$ cat config.mk
export PLATFORM = sky130hd
export DESIGN_NAME = apdc_core
export DESIGN_NICKNAME = d
export VERILOG_FILES = /design/src/common/apdc_pkg.sv /design/src/hw/apdc_axil.sv /design/src/hw/apdc_chan.sv /design/src/hw/apdc_core.sv
export SDC_FILE = /design/constraint.sdc
export NUM_CORES = 1
export LEC_CHECK = 0
export BUFFER_PORTS_ARGS = -buffer_cell sky130_fd_sc_hd__buf_2
export CAP_MARGIN = 0
export CORE_MARGIN = 5
export CORE_UTILIZATION = 41
export DETAILED_ROUTE_END_ITERATION = 10
export GPL_TIMING_DRIVEN = 0
export HOLD_SLACK_MARGIN = 0.02
export PLACE_DENSITY_LB_ADDON = 0.08
export RECOVER_POWER = 25
export REMOVE_ABC_BUFFERS = 1
export SKIP_CTS_REPAIR_TIMING = 1
export SLEW_MARGIN = 40
export SYNTH_ARGS = -nofsm -noshare
export SYNTH_HDL_FRONTEND = slang
export SYNTH_SLANG_ARGS = --single-unit
$ cat constraint.sdc
create_clock -name clk_sys_in -period 9.2 [get_ports clk_sys_in]
set_input_delay 2.76 -clock clk_sys_in [delete_from_list [all_inputs] [get_ports clk_sys_in]]
set_output_delay 2.76 -clock clk_sys_in [all_outputs]
set_load 0.02 [all_outputs]
$ cat src/common/apdc_pkg.sv
// Purpose: Shared types and constants for amplitude/phase detect compare
// Assumes: AXI4-Lite, 32-bit data, 8-bit byte address
// Notes:   Register index times four gives the byte address
`default_nettype none
package apdc_pkg;
    // ************************************************************
    // Bus carriers
    // ************************************************************
    typedef struct packed {
        logic [7:0]  awaddr;
        logic        awvalid;
        logic [31:0] wdata;
        logic [3:0]  wstrb;
        logic        wvalid;
        logic        bready;
        logic [7:0]  araddr;
        logic        arvalid;
        logic        rready;
    } apdc_axil_req_type;

    typedef struct packed {
        logic        awready;
        logic        wready;
        logic        bvalid;
        logic [1:0]  bresp;
        logic        arready;
        logic        rvalid;
        logic [31:0] rdata;
        logic [1:0]  rresp;
    } apdc_axil_rsp_type;

    typedef struct packed {
        logic       valid;
        logic [7:0] data;
    } apdc_meas_type;

    // ************************************************************
    // Register indices and byte addresses
    // ************************************************************
    localparam logic [7:0] APDC_IDX_AMP_CFG   = 8'h32;
    localparam logic [7:0] APDC_IDX_AMP_REF   = 8'h33;
    localparam logic [7:0] APDC_IDX_AMP_AVG   = 8'h34;
    localparam logic [7:0] APDC_IDX_AMP_LAST  = 8'h35;
    localparam logic [7:0] APDC_IDX_PHS_CFG   = 8'h36;
    localparam logic [7:0] APDC_IDX_PHS_REF   = 8'h37;
    localparam logic [7:0] APDC_IDX_PHS_AVG   = 8'h38;
    localparam logic [7:0] APDC_IDX_PHS_LAST  = 8'h39;
    localparam logic [7:0] APDC_ADDR_AMP_CFG  = {APDC_IDX_AMP_CFG[5:0], 2'h0};
    localparam logic [7:0] APDC_ADDR_AMP_REF  = {APDC_IDX_AMP_REF[5:0], 2'h0};
    localparam logic [7:0] APDC_ADDR_AMP_AVG  = {APDC_IDX_AMP_AVG[5:0], 2'h0};
    localparam logic [7:0] APDC_ADDR_AMP_LAST = {APDC_IDX_AMP_LAST[5:0], 2'h0};
    localparam logic [7:0] APDC_ADDR_PHS_CFG  = {APDC_IDX_PHS_CFG[5:0], 2'h0};
    localparam logic [7:0] APDC_ADDR_PHS_REF  = {APDC_IDX_PHS_REF[5:0], 2'h0};
    localparam logic [7:0] APDC_ADDR_PHS_AVG  = {APDC_IDX_PHS_AVG[5:0], 2'h0};
    localparam logic [7:0] APDC_ADDR_PHS_LAST = {APDC_IDX_PHS_LAST[5:0], 2'h0};
    localparam logic [7:0] APDC_ADDR_CTRL     = 8'hF0;
    localparam logic [7:0] APDC_ADDR_STATUS   = 8'hF4;
    localparam logic [7:0] APDC_ADDR_MASK     = 8'hF8;

    // ************************************************************
    // Fields and reset values
    // ************************************************************
    localparam int         APDC_THR_MSB       = 7;
    localparam int         APDC_THR_LSB       = 4;
    localparam int         APDC_INCL_BIT      = 3;
    localparam int         APDC_WGT_MSB       = 2;
    localparam int         APDC_WGT_LSB       = 1;
    localparam int         APDC_USEAVG_BIT    = 0;
    localparam logic [2:0] APDC_WGT_SHIFT_BASE = 3'h2;
    localparam int         APDC_CTRL_DEF_BIT  = 7;
    localparam logic [7:0] APDC_CFG_RST       = 8'h00;
    localparam logic [7:0] APDC_REF_RST       = 8'h00;
    localparam int         APDC_CH_AMP        = 0;
    localparam int         APDC_CH_PHS        = 1;
    localparam int         APDC_ST_DONE_BASE  = 2;
    localparam logic [1:0] APDC_RESP_OKAY     = 2'h0;
    localparam logic [1:0] APDC_RESP_SLVERR   = 2'h2;
endpackage
`default_nettype wire

$ cat src/hw/apdc_axil.sv
// Purpose: AXI4-Lite slave front end for the detect compare registers
// Assumes: One write and one read in flight; register decode is combinational
// Notes:   Write answers two edges after both beats; read one edge after AR
`default_nettype none
module apdc_axil (
    // Clock and control
    input  wire logic                        clk_sys_in,
    input  wire logic                        srst_in,
    input  wire logic                        ce_in,
    // Bus
    input  wire apdc_pkg::apdc_axil_req_type axi_req_in,
    output apdc_pkg::apdc_axil_rsp_type      axi_rsp_out,
    // Register side
    output logic                             wr_en_out,
    output logic [7:0]                       wr_addr_out,
    output logic [31:0]                      wr_data_out,
    output logic [3:0]                       wr_strb_out,
    input  wire logic                        wr_ok_in,
    output logic                             rd_en_out,
    output logic [7:0]                       rd_addr_out,
    input  wire logic [31:0]                 rd_data_in,
    input  wire logic                        rd_ok_in
);
    import apdc_pkg::*;

    typedef struct packed {
        logic [7:0]        awaddr;
        logic              aw_got;
        logic [31:0]       wdata;
        logic [3:0]        wstrb;
        logic              w_got;
        apdc_axil_rsp_type rsp;
    } apdc_axil_state_type;

    apdc_axil_state_type s_reg;
    apdc_axil_state_type s_next;
    logic                wr_fire;
    logic                rd_fire;

    always_comb
    begin
        s_next  = s_reg;
        wr_fire = 1'b0;
        rd_fire = 1'b0;
        if (s_reg.rsp.awready && axi_req_in.awvalid)
        begin
            s_next.awaddr = axi_req_in.awaddr;
            s_next.aw_got = 1'b1;
        end
        if (s_reg.rsp.wready && axi_req_in.wvalid)
        begin
            s_next.wdata = axi_req_in.wdata;
            s_next.wstrb = axi_req_in.wstrb;
            s_next.w_got = 1'b1;
        end
        if (s_reg.rsp.bvalid && axi_req_in.bready)
            s_next.rsp.bvalid = 1'b0;
        // Both beats held: commit and answer
        if (s_reg.aw_got && s_reg.w_got && !s_reg.rsp.bvalid)
        begin
            wr_fire           = ce_in;
            s_next.aw_got     = 1'b0;
            s_next.w_got      = 1'b0;
            s_next.rsp.bvalid = 1'b1;
            s_next.rsp.bresp  = wr_ok_in ? APDC_RESP_OKAY : APDC_RESP_SLVERR;
        end
        if (s_reg.rsp.rvalid && axi_req_in.rready)
            s_next.rsp.rvalid = 1'b0;
        if (s_reg.rsp.arready && axi_req_in.arvalid)
        begin
            rd_fire           = ce_in;
            s_next.rsp.rvalid = 1'b1;
            s_next.rsp.rdata  = rd_data_in;
            s_next.rsp.rresp  = rd_ok_in ? APDC_RESP_OKAY : APDC_RESP_SLVERR;
        end
        // Ready only while the slot is free, so one transfer per direction
        s_next.rsp.awready = !s_next.aw_got && !s_next.rsp.bvalid;
        s_next.rsp.wready  = !s_next.w_got && !s_next.rsp.bvalid;
        s_next.rsp.arready = !s_next.rsp.rvalid;
    end

    always_ff @(posedge clk_sys_in)
    begin
        if (srst_in)
            s_reg <= '0;
        else if (ce_in)
            s_reg <= s_next;
    end

    assign axi_rsp_out = s_reg.rsp;
    assign wr_en_out   = wr_fire;
    assign wr_addr_out = s_reg.awaddr;
    assign wr_data_out = s_reg.wdata;
    assign wr_strb_out = s_reg.wstrb;
    assign rd_en_out   = rd_fire;
    assign rd_addr_out = axi_req_in.araddr;
endmodule
`default_nettype wire

$ cat src/hw/apdc_chan.sv
// Purpose: One channel: threshold compare and running average
// Assumes: Result valid is a single-cycle strobe on the system clock
// Notes:   Average uses an arithmetic shift, so negative steps round down
`default_nettype none
module apdc_chan (
    // Clock and control
    input  wire logic       clk_sys_in,
    input  wire logic       srst_in,
    input  wire logic       ce_in,
    input  wire logic       clear_in,
    // Configuration
    input  wire logic [7:0] cfg_in,
    input  wire logic [7:0] stored_ref_in,
    // Measurement
    input  wire logic       res_valid_in,
    input  wire logic [7:0] res_data_in,
    // Results
    output logic [7:0]      avg_out,
    output logic [7:0]      last_out,
    output logic            trig_out,
    output logic            done_out
);
    import apdc_pkg::*;

    typedef struct packed {
        logic [7:0] avg;
        logic [7:0] last;
        logic       trig;
        logic       done;
    } apdc_chan_state_type;

    apdc_chan_state_type s_reg;
    apdc_chan_state_type s_next;
    logic [7:0]          ref_sel;
    logic [7:0]          mag;
    logic                over;
    logic signed [8:0]   step;
    logic signed [8:0]   shifted;

    always_comb
    begin
        ref_sel = cfg_in[APDC_USEAVG_BIT] ? s_reg.avg : stored_ref_in;
        mag     = (res_data_in >= ref_sel) ? res_data_in - ref_sel
                                           : ref_sel - res_data_in;
        over    = mag > {4'h0, cfg_in[APDC_THR_MSB:APDC_THR_LSB]};
        step    = $signed({1'b0, res_data_in}) - $signed({1'b0, s_reg.avg});
        shifted = step >>> (APDC_WGT_SHIFT_BASE
                  + {1'b0, cfg_in[APDC_WGT_MSB:APDC_WGT_LSB]});
        s_next      = s_reg;
        s_next.trig = 1'b0;
        s_next.done = 1'b0;
        if (clear_in)
            s_next = '0;
        else if (res_valid_in)
        begin
            s_next.last = res_data_in;
            s_next.done = 1'b1;
            s_next.trig = over;
            if (!over || cfg_in[APDC_INCL_BIT])
                s_next.avg = s_reg.avg + shifted[7:0];
        end
    end

    always_ff @(posedge clk_sys_in)
    begin
        if (srst_in)
            s_reg <= '0;
        else if (ce_in)
            s_reg <= s_next;
    end

    assign avg_out  = s_reg.avg;
    assign last_out = s_reg.last;
    assign trig_out = s_reg.trig;
    assign done_out = s_reg.done;

    // ************************************************************
    // Checks
    // ************************************************************
    logic take;
    assign take = res_valid_in && ce_in && !clear_in;
endmodule
`default_nettype wire

$ cat src/hw/apdc_core.sv
// Purpose: Amplitude and phase card-presence compare with register file
// Assumes: Wake and measurement strobes come from logic on clk_sys_in
// Notes:   Printed register numbers are indices; byte address is four times
//
// Added by the designer: the AXI4-Lite slave port.
`default_nettype none
module apdc_core (
    // Clock and control
    input  wire logic                        clk_sys_in,
    input  wire logic                        srst_in,
    input  wire logic                        ce_in,
    // Register bus
    input  wire apdc_pkg::apdc_axil_req_type axi_req_in,
    output apdc_pkg::apdc_axil_rsp_type      axi_rsp_out,
    // Wake-up timer and measurement path
    input  wire logic                        wake_in,
    input  wire apdc_pkg::apdc_meas_type [1:0] meas_in,
    output logic [1:0]                       meas_req_out,
    // Interrupt
    output logic                             irq_out
);
    import apdc_pkg::*;

    // ************************************************************
    // State
    // ************************************************************
    typedef struct packed {
        logic [1:0][7:0] cfg;
        logic [1:0][7:0] sref;
        logic [1:0]      en;
        logic [3:0]      status;
        logic [3:0]      mask;
        logic [1:0]      req;
        logic [1:0]      pending;
        logic            irq;
    } apdc_core_state_type;

    apdc_core_state_type s_reg;
    apdc_core_state_type s_next;

    logic             wr_en;
    logic [7:0]       wr_addr;
    logic [31:0]      wr_data;
    logic [3:0]       wr_strb;
    logic             wr_ok;
    logic [7:0]       rd_addr;
    logic [31:0]      rd_data;
    logic             rd_ok;
    logic             wr_lane;
    logic [7:0]       wr_byte;
    logic             defaults_cmd;
    logic [3:0]       w1c;
    logic [3:0]       events;
    logic [1:0]       accept;
    logic [1:0][7:0]  avg;
    logic [1:0][7:0]  last;
    logic [1:0]       trig;
    logic [1:0]       done;

    // ************************************************************
    // Bus slave
    // ************************************************************
    apdc_axil i_apdc_axil (
        .clk_sys_in  (clk_sys_in),
        .srst_in     (srst_in),
        .ce_in       (ce_in),
        .axi_req_in  (axi_req_in),
        .axi_rsp_out (axi_rsp_out),
        .wr_en_out   (wr_en),
        .wr_addr_out (wr_addr),
        .wr_data_out (wr_data),
        .wr_strb_out (wr_strb),
        .wr_ok_in    (wr_ok),
        .rd_en_out   (),
        .rd_addr_out (rd_addr),
        .rd_data_in  (rd_data),
        .rd_ok_in    (rd_ok)
    );

    // ************************************************************
    // Channels
    // ************************************************************
    genvar gi;
    generate
        for (gi = 0; gi < 2; gi++)
        begin : g_chan
            // Results arriving with no request outstanding are dropped
            assign accept[gi] = meas_in[gi].valid && s_reg.pending[gi];
            apdc_chan i_apdc_chan (
                .clk_sys_in    (clk_sys_in),
                .srst_in       (srst_in),
                .ce_in         (ce_in),
                .clear_in      (defaults_cmd),
                .cfg_in        (s_reg.cfg[gi]),
                .stored_ref_in (s_reg.sref[gi]),
                .res_valid_in  (accept[gi]),
                .res_data_in   (meas_in[gi].data),
                .avg_out       (avg[gi]),
                .last_out      (last[gi]),
                .trig_out      (trig[gi]),
                .done_out      (done[gi])
            );
        end
    endgenerate

    // ************************************************************
    // Register decode
    // ************************************************************
    function automatic logic mapped(input logic [7:0] a);
        logic hit;
        hit = 1'b0;
        case (a)
            APDC_ADDR_AMP_CFG, APDC_ADDR_AMP_REF, APDC_ADDR_AMP_AVG,
            APDC_ADDR_AMP_LAST, APDC_ADDR_PHS_CFG, APDC_ADDR_PHS_REF,
            APDC_ADDR_PHS_AVG, APDC_ADDR_PHS_LAST, APDC_ADDR_CTRL,
            APDC_ADDR_STATUS, APDC_ADDR_MASK:
                hit = 1'b1;
            default:
                hit = 1'b0;
        endcase
        return hit;
    endfunction

    assign wr_ok        = mapped(wr_addr);
    assign rd_ok        = mapped(rd_addr);
    assign wr_lane      = wr_en && wr_strb[0];
    assign wr_byte      = wr_data[7:0];
    assign defaults_cmd = wr_lane && wr_addr == APDC_ADDR_CTRL
                          && wr_byte[APDC_CTRL_DEF_BIT];
    assign w1c          = (wr_lane && wr_addr == APDC_ADDR_STATUS) ? wr_byte[3:0] : 4'h0;
    assign events       = {done, trig};

    always_comb
    begin
        rd_data = 32'h0000_0000;
        case (rd_addr)
            APDC_ADDR_AMP_CFG:  rd_data[7:0] = s_reg.cfg[APDC_CH_AMP];
            APDC_ADDR_AMP_REF:  rd_data[7:0] = s_reg.sref[APDC_CH_AMP];
            APDC_ADDR_AMP_AVG:  rd_data[7:0] = avg[APDC_CH_AMP];
            APDC_ADDR_AMP_LAST: rd_data[7:0] = last[APDC_CH_AMP];
            APDC_ADDR_PHS_CFG:  rd_data[7:0] = s_reg.cfg[APDC_CH_PHS];
            APDC_ADDR_PHS_REF:  rd_data[7:0] = s_reg.sref[APDC_CH_PHS];
            APDC_ADDR_PHS_AVG:  rd_data[7:0] = avg[APDC_CH_PHS];
            APDC_ADDR_PHS_LAST: rd_data[7:0] = last[APDC_CH_PHS];
            APDC_ADDR_CTRL:     rd_data[1:0] = s_reg.en;
            APDC_ADDR_STATUS:   rd_data[3:0] = s_reg.status;
            APDC_ADDR_MASK:     rd_data[3:0] = s_reg.mask;
            default:            rd_data = 32'h0000_0000;
        endcase
    end

    // ************************************************************
    // Next state
    // ************************************************************
    always_comb
    begin
        s_next = s_reg;
        if (defaults_cmd)
        begin
            s_next.cfg     = {APDC_CFG_RST, APDC_CFG_RST};
            s_next.sref    = {APDC_REF_RST, APDC_REF_RST};
            s_next.en      = 2'h0;
            s_next.pending = 2'h0;
        end
        else if (wr_lane)
        begin
            case (wr_addr)
                APDC_ADDR_AMP_CFG: s_next.cfg[APDC_CH_AMP]  = wr_byte;
                APDC_ADDR_AMP_REF: s_next.sref[APDC_CH_AMP] = wr_byte;
                APDC_ADDR_PHS_CFG: s_next.cfg[APDC_CH_PHS]  = wr_byte;
                APDC_ADDR_PHS_REF: s_next.sref[APDC_CH_PHS] = wr_byte;
                APDC_ADDR_CTRL:    s_next.en   = wr_byte[1:0];
                APDC_ADDR_MASK:    s_next.mask = wr_byte[3:0];
                default:           s_next.mask = s_reg.mask;
            endcase
        end
        // Hardware events win over a clear in the same cycle
        s_next.status = (s_reg.status & ~w1c) | events;
        // Expiry starts one measurement per enabled channel
        s_next.req = (wake_in && !defaults_cmd) ? s_reg.en : 2'h0;
        if (!defaults_cmd)
            s_next.pending = (s_reg.pending & ~accept) | s_next.req;
        s_next.irq = |(s_next.status & s_next.mask);
    end

    always_ff @(posedge clk_sys_in)
    begin
        if (srst_in)
            s_reg <= '0;
        else if (ce_in)
            s_reg <= s_next;
    end

    assign meas_req_out = s_reg.req;
    assign irq_out      = s_reg.irq;

    logic wr_plain;
    assign wr_plain = ce_in && wr_lane && !defaults_cmd;
endmodule
`default_nettype wire

After elaboration in Yosys (flattened, before gate mapping)
Index checks and enable logic that the tools add are counted.
{ "totals": {"output_inout_bits": 44, "regBits": 119, "elab_cells": 167} }
{ "classes": {"n_reduce_logical": 52, "order_cmp": 4, "n_eq_ne": 22, "bitwise": 7, "shift": 2, "n_addsub": 10, "muxes": 39} }
{ "ops": {"columns": ["cell", "count"], "rows": [
  ["== test 8 bit (second input constant)", 22],
  ["two-way mux 8 bit", 10],
  ["two-way mux 18 bit", 4],
  ["two-way mux 34 bit", 2],
  ["two-way mux 35 bit", 1],
  ["case mux 4 bit (8 select lines)", 1],
  ["subtractor 8 bit", 4],
  ["case mux 2 bit (11 select lines)", 1],
  ["OR reduction 11 bit", 2],
  ["AND reduction 3 bit", 7],
  ["case mux 2 bit (10 select lines)", 1],
  ["nonzero test 2 bit", 10],
  [">>> shifter 9 x 3 -> 8 bit", 2],
  ["subtractor 8 x 8 -> 9 bit", 2],
  ["adder 8 bit", 2],
  ["greater-or-equal comparator 8 bit", 2],
  ["greater-than comparator 8 x 4 -> 1 bit", 2],
  ["logical AND 1 bit", 16],
  ["two-way mux 4 bit", 4],
  ["AND reduction 2 bit", 6],
  ["two-way mux 2 bit", 5],
  ["two-way mux 1 bit", 9],
  ["bitwise AND 4 bit", 2],
  ["logical NOT 1 bit", 8],
  ["other kinds (9)", 11]
]} }

Longest topological paths before layout
Gate-level depths: netlist of run 1.
{ "logic_depth": {"depth_word": 11, "depth_mapped": 22, "ltp_nobuf": 22} }

Cells and area by module
From an unflattened synthesis of run 1, not the netlist that was laid out.
{ "unflattened": {"hier_cells": 1382, "area_unflattened_um2": 11985.2} }
{ "modules_own_cells": {"columns": ["mod", "area_per_inst_um2", "n_inst", "cells_each"], "rows": [
  ["apdc_axil", 4541.9, 1, 464],
  ["apdc_core", 2870.3, 1, 350],
  ["apdc_chan at g_chan[1].i_apdc_chan", 2301.0, 1, 280],
  ["apdc_chan at g_chan[0].i_apdc_chan", 2272.2, 1, 288]
]} }

Worst setup path before layout of run 1
No wires, ideal clock.
{ "synth_timing": {"path_type": "input-to-reg", "from": "input meas_in[9] (netlist bit)", "to": "register g_chan[1].i_apdc_chan.s_reg (netlist bit g_chan[1].i_apdc_chan.avg_out[7])", "required_ns": 9.074, "t_arrival_ns": 6.019, "stages": 19, "setup_ns": 0.126, "n_path_buf": 2, "slack_ns": 3.055, "path_cell_list": "inv_1 ha_1 inv_1 fa_1 nand3_1 nand3_1 or3_1 buf_2 nand2_1 mux2_2 ha_1 a21oi_1 o21ai_0 o21ai_0 nand4_1 or4b_1 buf_6 a21oi_2 o31ai_1"} }
{ "synth_via": {"elab_chain_len": 7} }
{ "synth_lines": {"columns": ["element", "line_no", "text"], "rows": [
  ["from (decl)", "apdc_core.sv:17", "input wire apdc_pkg::apdc_meas_type [1:0] meas_in,"],
  ["branches (longest 7 deep; another with subtractor 8 x 8 -> 9 bit)", null, null],
  ["to (signal assigned)", "apdc_chan.sv:69", "s_reg <= s_next;"],
  ["to (decl)", "apdc_chan.sv:32", "apdc_chan_state_type s_reg;"]
]} }
Parallel ways; which one is timed is not known. The select of a mux whose other input is x is not followed.
A chain may end at the register's enable or synchronous reset.

Final worst setup path of run 1
Ends and elaborated chain as after synthesis.

==> impl_results.md, run 1 <==
* Fin worst setup slack at ~2.6 ns
* Syn Inst Count at approximately 1,100
* Final period utilization at 0.7136
* Outcome: complete, but fails checks
* Setup_tns at 0 ns
* Num rows at 52
* Slew Limit Fails at 50
* Unique masters post-synth at 72
* Routed vias/inst at ~5.5
* Post-Synth XOR/XNOR Area at 0.02694
* Vias in the first global route at 7,101
* CP cell instances: buf_2 -> inv_1 -> ha_1 -> inv_1 -> fa_1 -> nand3_1 -> nand3_1 -> or3_1 -> nand2_1 -> mux2_2 -> ha_1 -> a21oi_1 -> o21ai_0 -> o21ai_0 -> nand4_1 -> or4b_1 -> a21oi_2 -> o31ai_1
* Clock Pin Slew Worst Setup and Hold Paths at around 0.06 ns
* Met1 global-route usage at 0.2993
* GRT Overall Usage at 0.2060
* Combinational share of power at 0.132
* Register area share after synthesis at 0.2770
* Max_slew headroom at -0.6557
* Initial drt markers at ~560
* Clock root cell: clkbuf_16
* Wire length of the first global-routing pass at 39.16 mm
* Yosys top cell area share at 0.2770
* Slowest-stage cell, CP: or4b_1
* Share of layout cells above drive strength 1 at 0.1139
* Initial antenna violation count at 1
* Peak Freq at roughly 150 MHz
* CTS buffer count at 17
* IO buf count at between 60 and 70
* Main combinational cell family by area after synthesis: compound AO/OA/AOI/OAI gates
* Largest stage delay on the critical path at between 0.7 and 0.8 ns
* MaxCap Viol Count at 1
* Max reg flops at 44
* Failing checks: capacitance limit, slew limit
* TritonCTS clock tree: done
* DRT antenna net count at 0
* Layout Skew at approximately 0.0090 ns
* Yosys Warn Count at 0
* Crit path launch type: primary input
* M3 GR Usage at 0.05115
* Crit Path Max Fanout at 8
* Routability cong. at around 0.93
* Synth-to-layout area growth at 10.71%
* Initial Utilization at 0.4165
* Adder-Cell Fraction of Synth Area at 0.1119
* Synth top cells by count: 117 x dfxtp_1, 100 x nor2_1, 93 x nand2_1, 79 x a21oi_1, 72 x inv_1
* Sequential Power Share at 0.384
* DRT Wirelength at ~24 mm
* Setup violations, final at 0
* Crit end category: flip-flop
* Largest net degree at the start of global routing at 50
* Fin. Hold Viols at 0
* Filler cells at about 2,100
* Worst path top cell family by delay: simple AND/OR/NAND/NOR gates
* Flops & latches, synth at between 100 and 150
* DR vias at around 7,500
* Buffers and inverters on the worst path at 3
* Met2 Use GR at 0.3042
* Post-synthesis mux area share at 0.09338
* GRT overflow at 0
* Synth Area in Compound Gates at 0.2128
* Post-synthesis simple-gate area fraction at 0.1813
* Kind of critical path: in -> reg
* Initial DRT Pass Iterations at 5
* # DRC at 0
* Die Wd at roughly 150 um
* Nets at roughly 1,200
* Top cells by area, synth: dfxtp_1 28%, ha_1 9.8%, mux2i_1 8.4%
* Post-Route Utilization at 0.4611
* DP Area at a little under 9000 um2
* Most common cell in the netlist: dfxtp_1
* Cell Pwr Density at about 140 nW/um2
* Clk sinks at roughly 120
* Cell area after synthesis at about 8500 um2
* # diodes at 0
* Unrepaired setup endpoints after global routing: no
* Sw Ratio at 0.2704
* WL per Instance at approximately 18 um
* I/O pins at 123
* H-tree depth at 4
* Ys async rst share at 0
* Pre-CTS setup slack at between 2 and 2.5 ns
* VDD IR max at roughly 0.00013 V
* Clock Power Share at 0.484
* Overall power at ~1.3 mW
* Worst skew pair latency at between 0.4 and 0.5 ns
* Die Ht at between 150 and 200 um
* Worst EP arrival at 6.82 ns
* Final cell count without fillers at 1,359
* Top Usage Layer GRT: met2
* DIE AREA at roughly 24,000 um2
* Tmin final at about 6.6 ns
* Worst Tran Pin Value at around 2.5 ns
* Post-Synthesis Mean Instance Area at 8.052 um2
* Sw Pwr at roughly 360 uW
* Int Pwr at around 980 uW
* Hold Crit Class: reg -> reg
* Max clock buf depth at 2
* Fin area at roughly 9400 um2
* Core footprint at between 20,000 and 25,000 um2
* DP HPWL at approximately 19 mm
* Final hold slack at approximately 0.46 ns
* EDFF count, synth at 0
* Synth area leader: dfxtp_1
* Cells after DPL at 1,327
* Critical Path RT at 9.45 ns
* Pleak at ~3.9 nW
* Top FF cell, synth: dfxtp_1
[per-layer routing]
metal  up-vias  wire length (um)
li1       3758                 -
met1      3483             12070
met2       219             10450
met3        30              1572
met4         2               316
met5         -                 7
[cell type report]
| type | instances | area [um2] | share of cell area |
|---|---|---|---|
| Clock buffer | 20 | 446.7 | 0.04772 |
| Clock inverter | 12 | 130.1 | 0.01390 |
| Inverter | 73 | 274.0 | 0.02927 |
| Multi-Input combinational cell | 796 | 5485 | 0.5860 |
| Sequential cell | 117 | 2342 | 0.2502 |
| Tap cell | 270 | 337.8 | 0.03609 |
| Timing Repair Buffer | 71 | 344.1 | 0.03676 |
[worst paths after layout]
path                                    from                          endpoint  slack (ns)  cells past startpoint
setup / recovery                  meas_in[9]  g_chan[1].i_apdc_chan.avg_out[7]        2.63                     18
hold / removal    i_apdc_axil.wr_addr_out[6]        i_apdc_axil.wr_addr_out[6]        0.46                      2
setup reg to reg                   s_reg[39]  g_chan[1].i_apdc_chan.avg_out[7]        4.09                     16
hold reg to reg   i_apdc_axil.wr_addr_out[6]        i_apdc_axil.wr_addr_out[6]        0.46                      2
[cell usage in the layout, fill, tap and decap left out, types with 8 or more instances in the layout]
cell type and n:
a221oi_1 9, or3_1 8, nand2_1 92, conb_1 26, o21ai_0 41, nand2b_1 9, a21o_1 18, buf_2 59
nor3_1 22, nand4_1 9, a222oi_1 13, a21oi_1 79, a31oi_1 10, a22oi_1 35, xor2_1 10, xnor2_1 16
nor2b_1 10, dfxtp_1 117, ha_1 66, inv_1 72, mux2i_1 71, clkbuf_1 13, and2_1 10, nor2_1 99
nand3_1 31, clkbuf_16 17
[worst min-delay path, stage by stage (launching register included)]
cell and delay [ns]:
dfxtp_1 0.31, nand2_1 0.05, a21oi_1 0.05
[power by group through the flow]
stage          combinational [mW]  sequential (mW)  clock, mW
2_1_floorplan               0.116            0.528          0
3_3_place_gp                0.174            0.528          0
3_5_place_dp                0.176            0.528          0
4_1_cts                     0.177            0.517      0.661
5_1_grt                     0.198            0.517      0.685
6_report                    0.177            0.517      0.651
[logic make-up (layout without fill, tap and decap cells)]
| family | after synthesis | in the layout |
|---|---|---|
| DFF | 117 | 117 |
| muxes | 78 | 78 |
| other | 1 | 26 |
| xor gates and xnor gates | 26 | 26 |
| buffers and inverters | 162 | 176 |
| and+or+nand+nor | 325 | 325 |
| AOI/OAI and AO/OA | 269 | 269 |
| adders and majority gates | 72 | 72 |
Note: power is estimated with default switching activity, not from simulation.
==> run 2, diff against run 1 <==
ABC_AREA = 1   (was unset)
clock period = 5.9 ns   (was 9.2 ns; I/O delays follow)
==> run 2 against run 1 <==
  * The run now ends clean
  * Critical path depth increased by 6
  * Worst hold slack got worse by 0.015 ns
  * Synthesized area increased by 7.4%
  * Largest cell class unchanged
  * Critical endpoint is now g_chan[1].i_apdc_chan.avg_out[0]
  * Register-to-register slack got worse by 2.4 ns
  * Cell count increased by 29%
  * Final area increased by 6.6%
  * Clock skew decreased by 0.0014 ns
  * Combinational power increased by 66%
  * Global-route usage about the same
  * Routed wire length increased by 8.0%
  * Flip-flop and latch count unchanged
  * Via count increased by 17%
==> impl_results.md, run 2 <==
* Outcome: complete, no violations
* Routability cong. at just over 0.8
* Crit Path Max Fanout at 13
* Slew Limit Fails at 0
* Hold Crit Start: i_apdc_axil.wr_addr_out[7]
* Num rows at between 50 and 60
* Worst EP arrival at between 5 and 6 ns
* Critical Path RT at ~6.3 ns
* Die Ht at around 160 um
* Core footprint at 21,820 um2
* Ys async rst share at 0
* IO buf count at 69
* DRT Wirelength at roughly 26 mm
* Clock root cell: clkbuf_16
* Crit path launch type: primary input
* Pleak at between 4 and 5 nW
* Initial drt markers at roughly 600
* # diodes at 0
* Post-Synthesis Mean Instance Area at ~6.3 um2
* DP HPWL at ~21 mm
* DRT antenna net count at 0
* Top cells by area, synth: dfxtp_1 26%, nand2_1 15%, inv_1 9.8%
* Register area share after synthesis at 0.2579
* Slowest-stage cell, CP: fa_1
* Initial DRT Pass Iterations at 5
* GRT overflow at 0
* Top FF cell, synth: dfxtp_1
* Initial antenna violation count at 0
* Final period utilization at 0.8278
* Synth area leader: dfxtp_1
* Yosys top cell area share at 0.2579
* Tmin final at approximately 4.9 ns
* Unrepaired setup endpoints after global routing: no
* # DRC at 0
* CP most frequent cell: nand2_1
* TritonCTS clock tree: done
* Kind of critical path: in -> reg
* Initial Utilization at 0.4161
* Synth top cells by count: 367 x nand2_1, 238 x inv_1, 143 x a21oi_1, 117 x dfxtp_1, 95 x nor2_1
* CP cell instances: buf_2 -> inv_1 -> ha_1 -> inv_1 -> fa_1 -> nand3_1 -> nand2_1 -> nand2_1 -> nand3_2 -> o21ai_0 -> xnor2_1 -> inv_1 -> ha_1 -> a21oi_1 -> o21ai_0 -> o21ai_0 -> nand2_1 -> nor2_1 -> nand3_2 -> nand2_4 -> nand2_2 -> nand2_1 -> nand2_1 -> nor2_1
* Vias in the first global route at roughly 8,000
* Routed vias/inst at 4.974
* Largest stage delay on the critical path at approximately 0.4 ns
* R2R Path Start: s_reg[39]
* DIE AREA at 25,230 um2
* Die Wd at around 160 um
* VDD IR max at 0.0002000 V
* Yosys Warn Count at 0
* Most frequent cells in the layout: 368 x nand2_1, 238 x inv_1, 143 x a21oi_1
* Cell Pwr Density at about 220 nW/um2
* Worst Tran Pin Value at between 0.9 and 1 ns
* Fin. Hold Viols at 0
* Unique masters post-synth at 49
* Cell area after synthesis at roughly 9100 um2
* Peak Freq at ~200 MHz
* Clock Pin Slew Worst Setup and Hold Paths at around 0.050 ns
* Nets at approximately 1,600
* H-tree depth at 4
* EDFF count, synth at 0
* Flops & latches, synth at 117
* WL per Instance at about 15 um
* Max clock buf depth at 2
* Crit end category: flip-flop
* Crit path from: meas_in[9]
* GRT Overall Usage at 0.2060
* Hold Crit Class: reg -> reg
* Setup violations, final at 0
* Clk sinks at 117
* Synth-to-layout area growth at 9.851%
* Post-Route Utilization at 0.4571
* Largest net degree at the start of global routing at 51
* Most common cell after layout, fill and taps aside: nand2_1
* Max_slew headroom at 0.3550
* MaxCap Viol Count at 0
* CTS buffer count at 17
* Setup_tns at 0 ns
* Wire length of the first global-routing pass at approximately 43 mm
* Most common cell in the netlist: nand2_1
* Syn Inst Count at between 1,000 and 1,500
* Worst skew pair latency at 0.42 ns
* DR vias at around 8,700
* Layout Skew at approximately 0.0076 ns
* I/O pins at about 120
* Share of layout cells above drive strength 1 at 0.09066
* Max reg flops at 44
[run 2: final cells by class]
| cell class | instances | area [um2] |
|---|---|---|
| clock buffers | 24 | 511.7 |
| clock inverters | 8 | 95.09 |
| fillers | 2422 | 11850 |
| inverters | 240 | 900.9 |
| multi-input cells | 1018 | 5410 |
| flip-flops and latches | 117 | 2342 |
| well taps | 280 | 350.3 |
| repair buffers | 71 | 365.4 |
[run 2: report_power, final]
group / switching (mW) / leakage (nW) / total (mW) / internal (mW)
clock network: 0.372 / 0.298 / 1.06 / 0.686
registers: 0.00595 / 0.946 / 0.808 / 0.802
logic: 0.195 / 3.35 / 0.294 / 0.0993
total: 0.573 / 4.59 / 2.16 / 1.59
[run 2: cell families (layout without fill, tap and decap cells)]
logic type / after synthesis / in the layout / share of synthesized area
AO/OA/AOI/OAI: 300 / 300 / 0.1848
XOR/XNOR: 16 / 16 / 0.01543
adder cells (fa/ha/maj): 72 / 72 / 0.1042
buffers and inverters: 322 / 343 / 0.1578
flip-flops: 117 / 117 / 0.2579
other: 1 / 26 / 0.0004129
AND/OR/NAND/NOR: 604 / 604 / 0.2796
[run 2: metrics by stage]
| step | power, mW | instances | hold slack, ns | instance area, um2 | setup slack (ns) |
|---|---|---|---|---|---|
| after detailed placement | 1.119 | 1726 | 0.4368 | 9384 | 0.5648 |
| final | 2.160 | 1758 | 0.4425 | 9976 | 1.016 |
| after floorplan | 1.028 | 1375 | 0.4256 | 8643 | 1.424 |
| after CTS | 2.177 | 1758 | 0.4448 | 9991 | 0.9838 |
| after global placement | 1.116 | 1724 | 0.4354 | 9339 | 0.5741 |
| after global routing | 2.255 | 1758 | 0.4616 | 9976 | 0.6510 |
[run 2: layer usage]
layer,global-route usage,vias to the layer above,part of all wire
met5,0,-,0
met4,0.05710,0,0.020
met3,0.03836,28,0.043
met2,0.3266,187,0.45
met1,0.2869,3920,0.49
li1,-,4609,-
[run 2: worst max-delay path: cells and delay by family]
| kind | cells | cell delay [ns] |
|---|---|---|
| adder cells (fa/ha/maj) | 3 | 0.89 |
| buffers and inverters | 4 | 0.41 |
| XOR/XNOR | 1 | 0.16 |
| AO/OA/AOI/OAI | 4 | 0.57 |
| AND/OR/NAND/NOR | 12 | 1.42 |
[run 2: final timing paths]
path / endpoint / slack, ns / depth (start not counted)
min: i_apdc_axil.wr_addr_out[7] / 0.44 / 2
min reg2reg: i_apdc_axil.wr_addr_out[7] / 0.44 / 2
max reg2reg: g_chan[1].i_apdc_chan.avg_out[0] / 1.68 / 22
max: g_chan[1].i_apdc_chan.avg_out[0] / 1.02 / 24
==> run 3, diff against run 2 <==
ABC_AREA = 0   (was 1)
clock period = 4.15 ns   (was 5.9 ns; I/O delays follow)
==> run 3 against run 2 <==
  * The run now ends with setup timing left
  * Worst setup slack got worse by 1.3 ns
  * Global-route usage barely moved
  * Die area fell by 6.5%
  * Sequential power rose by 42%
  * Non-clock buffer count rose by 26
  * Utilization rose by 4.2 points
  * Power rose by 42%
  * Clock power rose by 37%
  * Combinational power rose by 63%
  * Largest power group unchanged
  * Highest routed layer is now met5
==> impl_results.md, run 3 (synthesis gave the netlist of run 1 again) <==
* DIE AREA at ~24,000 um2
* Clock Pin Slew Worst Setup and Hold Paths at around 0.06 ns
* Worst reg2reg path depth at 20
* Hold worst-path end: s_reg[2]
* H-tree depth at 4
* Kind of critical path: in -> reg
* CTS buffer count at 17
* GRT overflow at 0
* Post-Route Utilization at 0.4994
* Final hold slack at around 0.45 ns
* Setup_tns at -1.722 ns
* Num rows at 52
* Pre-CTS setup slack at -1.302 ns
* DP Area at 8783 um2
* Critical Path RT at 4.45 ns
* Tmin final at about 4.4 ns
* Fin worst setup slack at -0.2540 ns
* Crit path launch type: primary input
* Routability cong. at approximately 0.93
* Initial DRT Pass Iterations at 7
* Hold Crit Start: s_reg[2]
* GRT Overall Usage at 0.2060
* Setup violations, final at 9
* # DRC at 0
* Hold Crit Class: reg -> reg
* Synth-to-layout area growth at 19.92%
* Filler cells at just over 2,000
* I/O pins at about 120
* FF-to-FF End: g_chan[1].i_apdc_chan.avg_out[7]
* Cells after DPL at around 1,300
* Peak Freq at around 230 MHz
* Max reg flops at 44
* VDD IR max at roughly 0.00030 V
* Slew Limit Fails at 0
* Core footprint at a little over 20,000 um2
* Worst Tran Pin Value at roughly 0.84 ns
* DRT Wirelength at between 20 and 30 mm
* Share of layout cells above drive strength 1 at 0.2108
* Outcome: complete, but fails checks
* Unrepaired setup endpoints after global routing: yes
* Clk sinks at approximately 120
* Worst hold path cell count at 2
* Fin area at around 10,000 um2
* Cell Pwr Density at 302.8 nW/um2
* DR vias at ~7,600
* DRT antenna net count at 0
* Die Ht at roughly 150 um
* Nets at 1,253
* # diodes at 0
* Wire length of the first global-routing pass at between 30 and 40 mm
* Clock root cell: clkbuf_16
* R2R Path Start: s_reg[39]
* IO buf count at about 70
* Crit Path Max Fanout at 8
* Initial antenna violation count at 1
* Initial Utilization at 0.4165
* Final cell count without fillers at about 1,400
* DP HPWL at roughly 19 mm
* TritonCTS clock tree: done
* Final period utilization at 1.061
* Failing checks: setup timing
* Worst skew pair latency at between 0.4 and 0.5 ns
* Routed vias/inst at about 5.5
* Vias in the first global route at 7,101
* Crit end category: flip-flop
* WL per Instance at about 18 um
* Die Wd at 153.6 um
* Overall power at slightly above 3 mW
* Pleak at ~4.1 nW
* Most frequent cells in the layout: 115 x dfxtp_1, 99 x nor2_1, 90 x nand2_1
* Max_slew headroom at 0.4401
* Max clock buf depth at 2
* Fin. Hold Viols at 0
* Initial drt markers at around 550
* Most common cell after layout, fill and taps aside: dfxtp_1
* Worst R2R Setup Slack at -0.15 ns
* Largest net degree at the start of global routing at 50
* Worst EP arrival at about 4.7 ns
* MaxCap Viol Count at 0
* Layout Skew at 0.007588 ns
run 3: changes by cell type in the layout (fill, tap and decap cells not counted), sizes merged, moves of 12 or more:
| cell | delta |
|---|---|
| nand2 | -283 |
| o22ai | -21 |
| buf | +30 |
| nand3 | -60 |
| a21o | +16 |
| mux2i | +71 |
| a222oi | +13 |
| o21ai | -41 |
| nor3 | +12 |
| inv | -166 |
| a22oi | +33 |
| a21oi | -63 |
run 3: worst max path at each step:
stage	startpoint	endpoint	slack [ns]	cells after the start
6_report	meas_in[9]	g_chan[1].i_apdc_chan.avg_out[7]	-0.25	20
3_3_place_gp	meas_in[9]	g_chan[1].i_apdc_chan.avg_out[6]	-1.31	18
4_1_cts	s_reg[39]	g_chan[1].i_apdc_chan.avg_out[7]	-0.93	16
3_5_place_dp	meas_in[9]	g_chan[1].i_apdc_chan.avg_out[7]	-1.30	19
2_1_floorplan	meas_in[9]	g_chan[1].i_apdc_chan.avg_out[7]	-0.49	17
5_1_grt	meas_in[10]	g_chan[1].i_apdc_chan.avg_out[7]	-0.42	20
run 3: critical path, cell delays in order:
cell     delay [ns]
buf_8          0.10
inv_4          0.04
ha_4           0.12
inv_2          0.04
fa_2           0.39
nand3_2        0.08
nand3_2        0.08
or3_4          0.41
nand2_4        0.09
mux2i_1        0.22
xnor2_1        0.16
ha_1           0.27
a21oi_1        0.14
o21ai_1        0.08
o21ai_1        0.12
nand4_1        0.13
buf_6          0.16
or4b_4         0.58
a21oi_2        0.16
o31ai_1        0.08
run 3: area by class of cell:
class	instances	area, um2	share of cell area
sequential	117	2345	0.2313
inverter	73	276.5	0.02727
clock buffer	20	446.7	0.04406
timing repair buffer	97	623.1	0.06146
multi-input combinational	796	5979	0.5898
tap	270	337.8	0.03332
clock inverter	12	130.1	0.01283
run 3: power breakdown:
part	internal, mW	total, mW	switching [mW]
clock network	0.898	1.45	0.547
registers	1.13	1.15	0.0128
logic	0.197	0.479	0.282
run 3: per-layer routing:
metal / global-route usage / routed length [um] / vias up
li1: - / - / 3813
met2: 0.3042 / 11000 / 197
met3: 0.05115 / 1598 / 30
met5: 0 / 7 / -
met4: 0.05509 / 344 / 2
met1: 0.2993 / 12360 / 3546
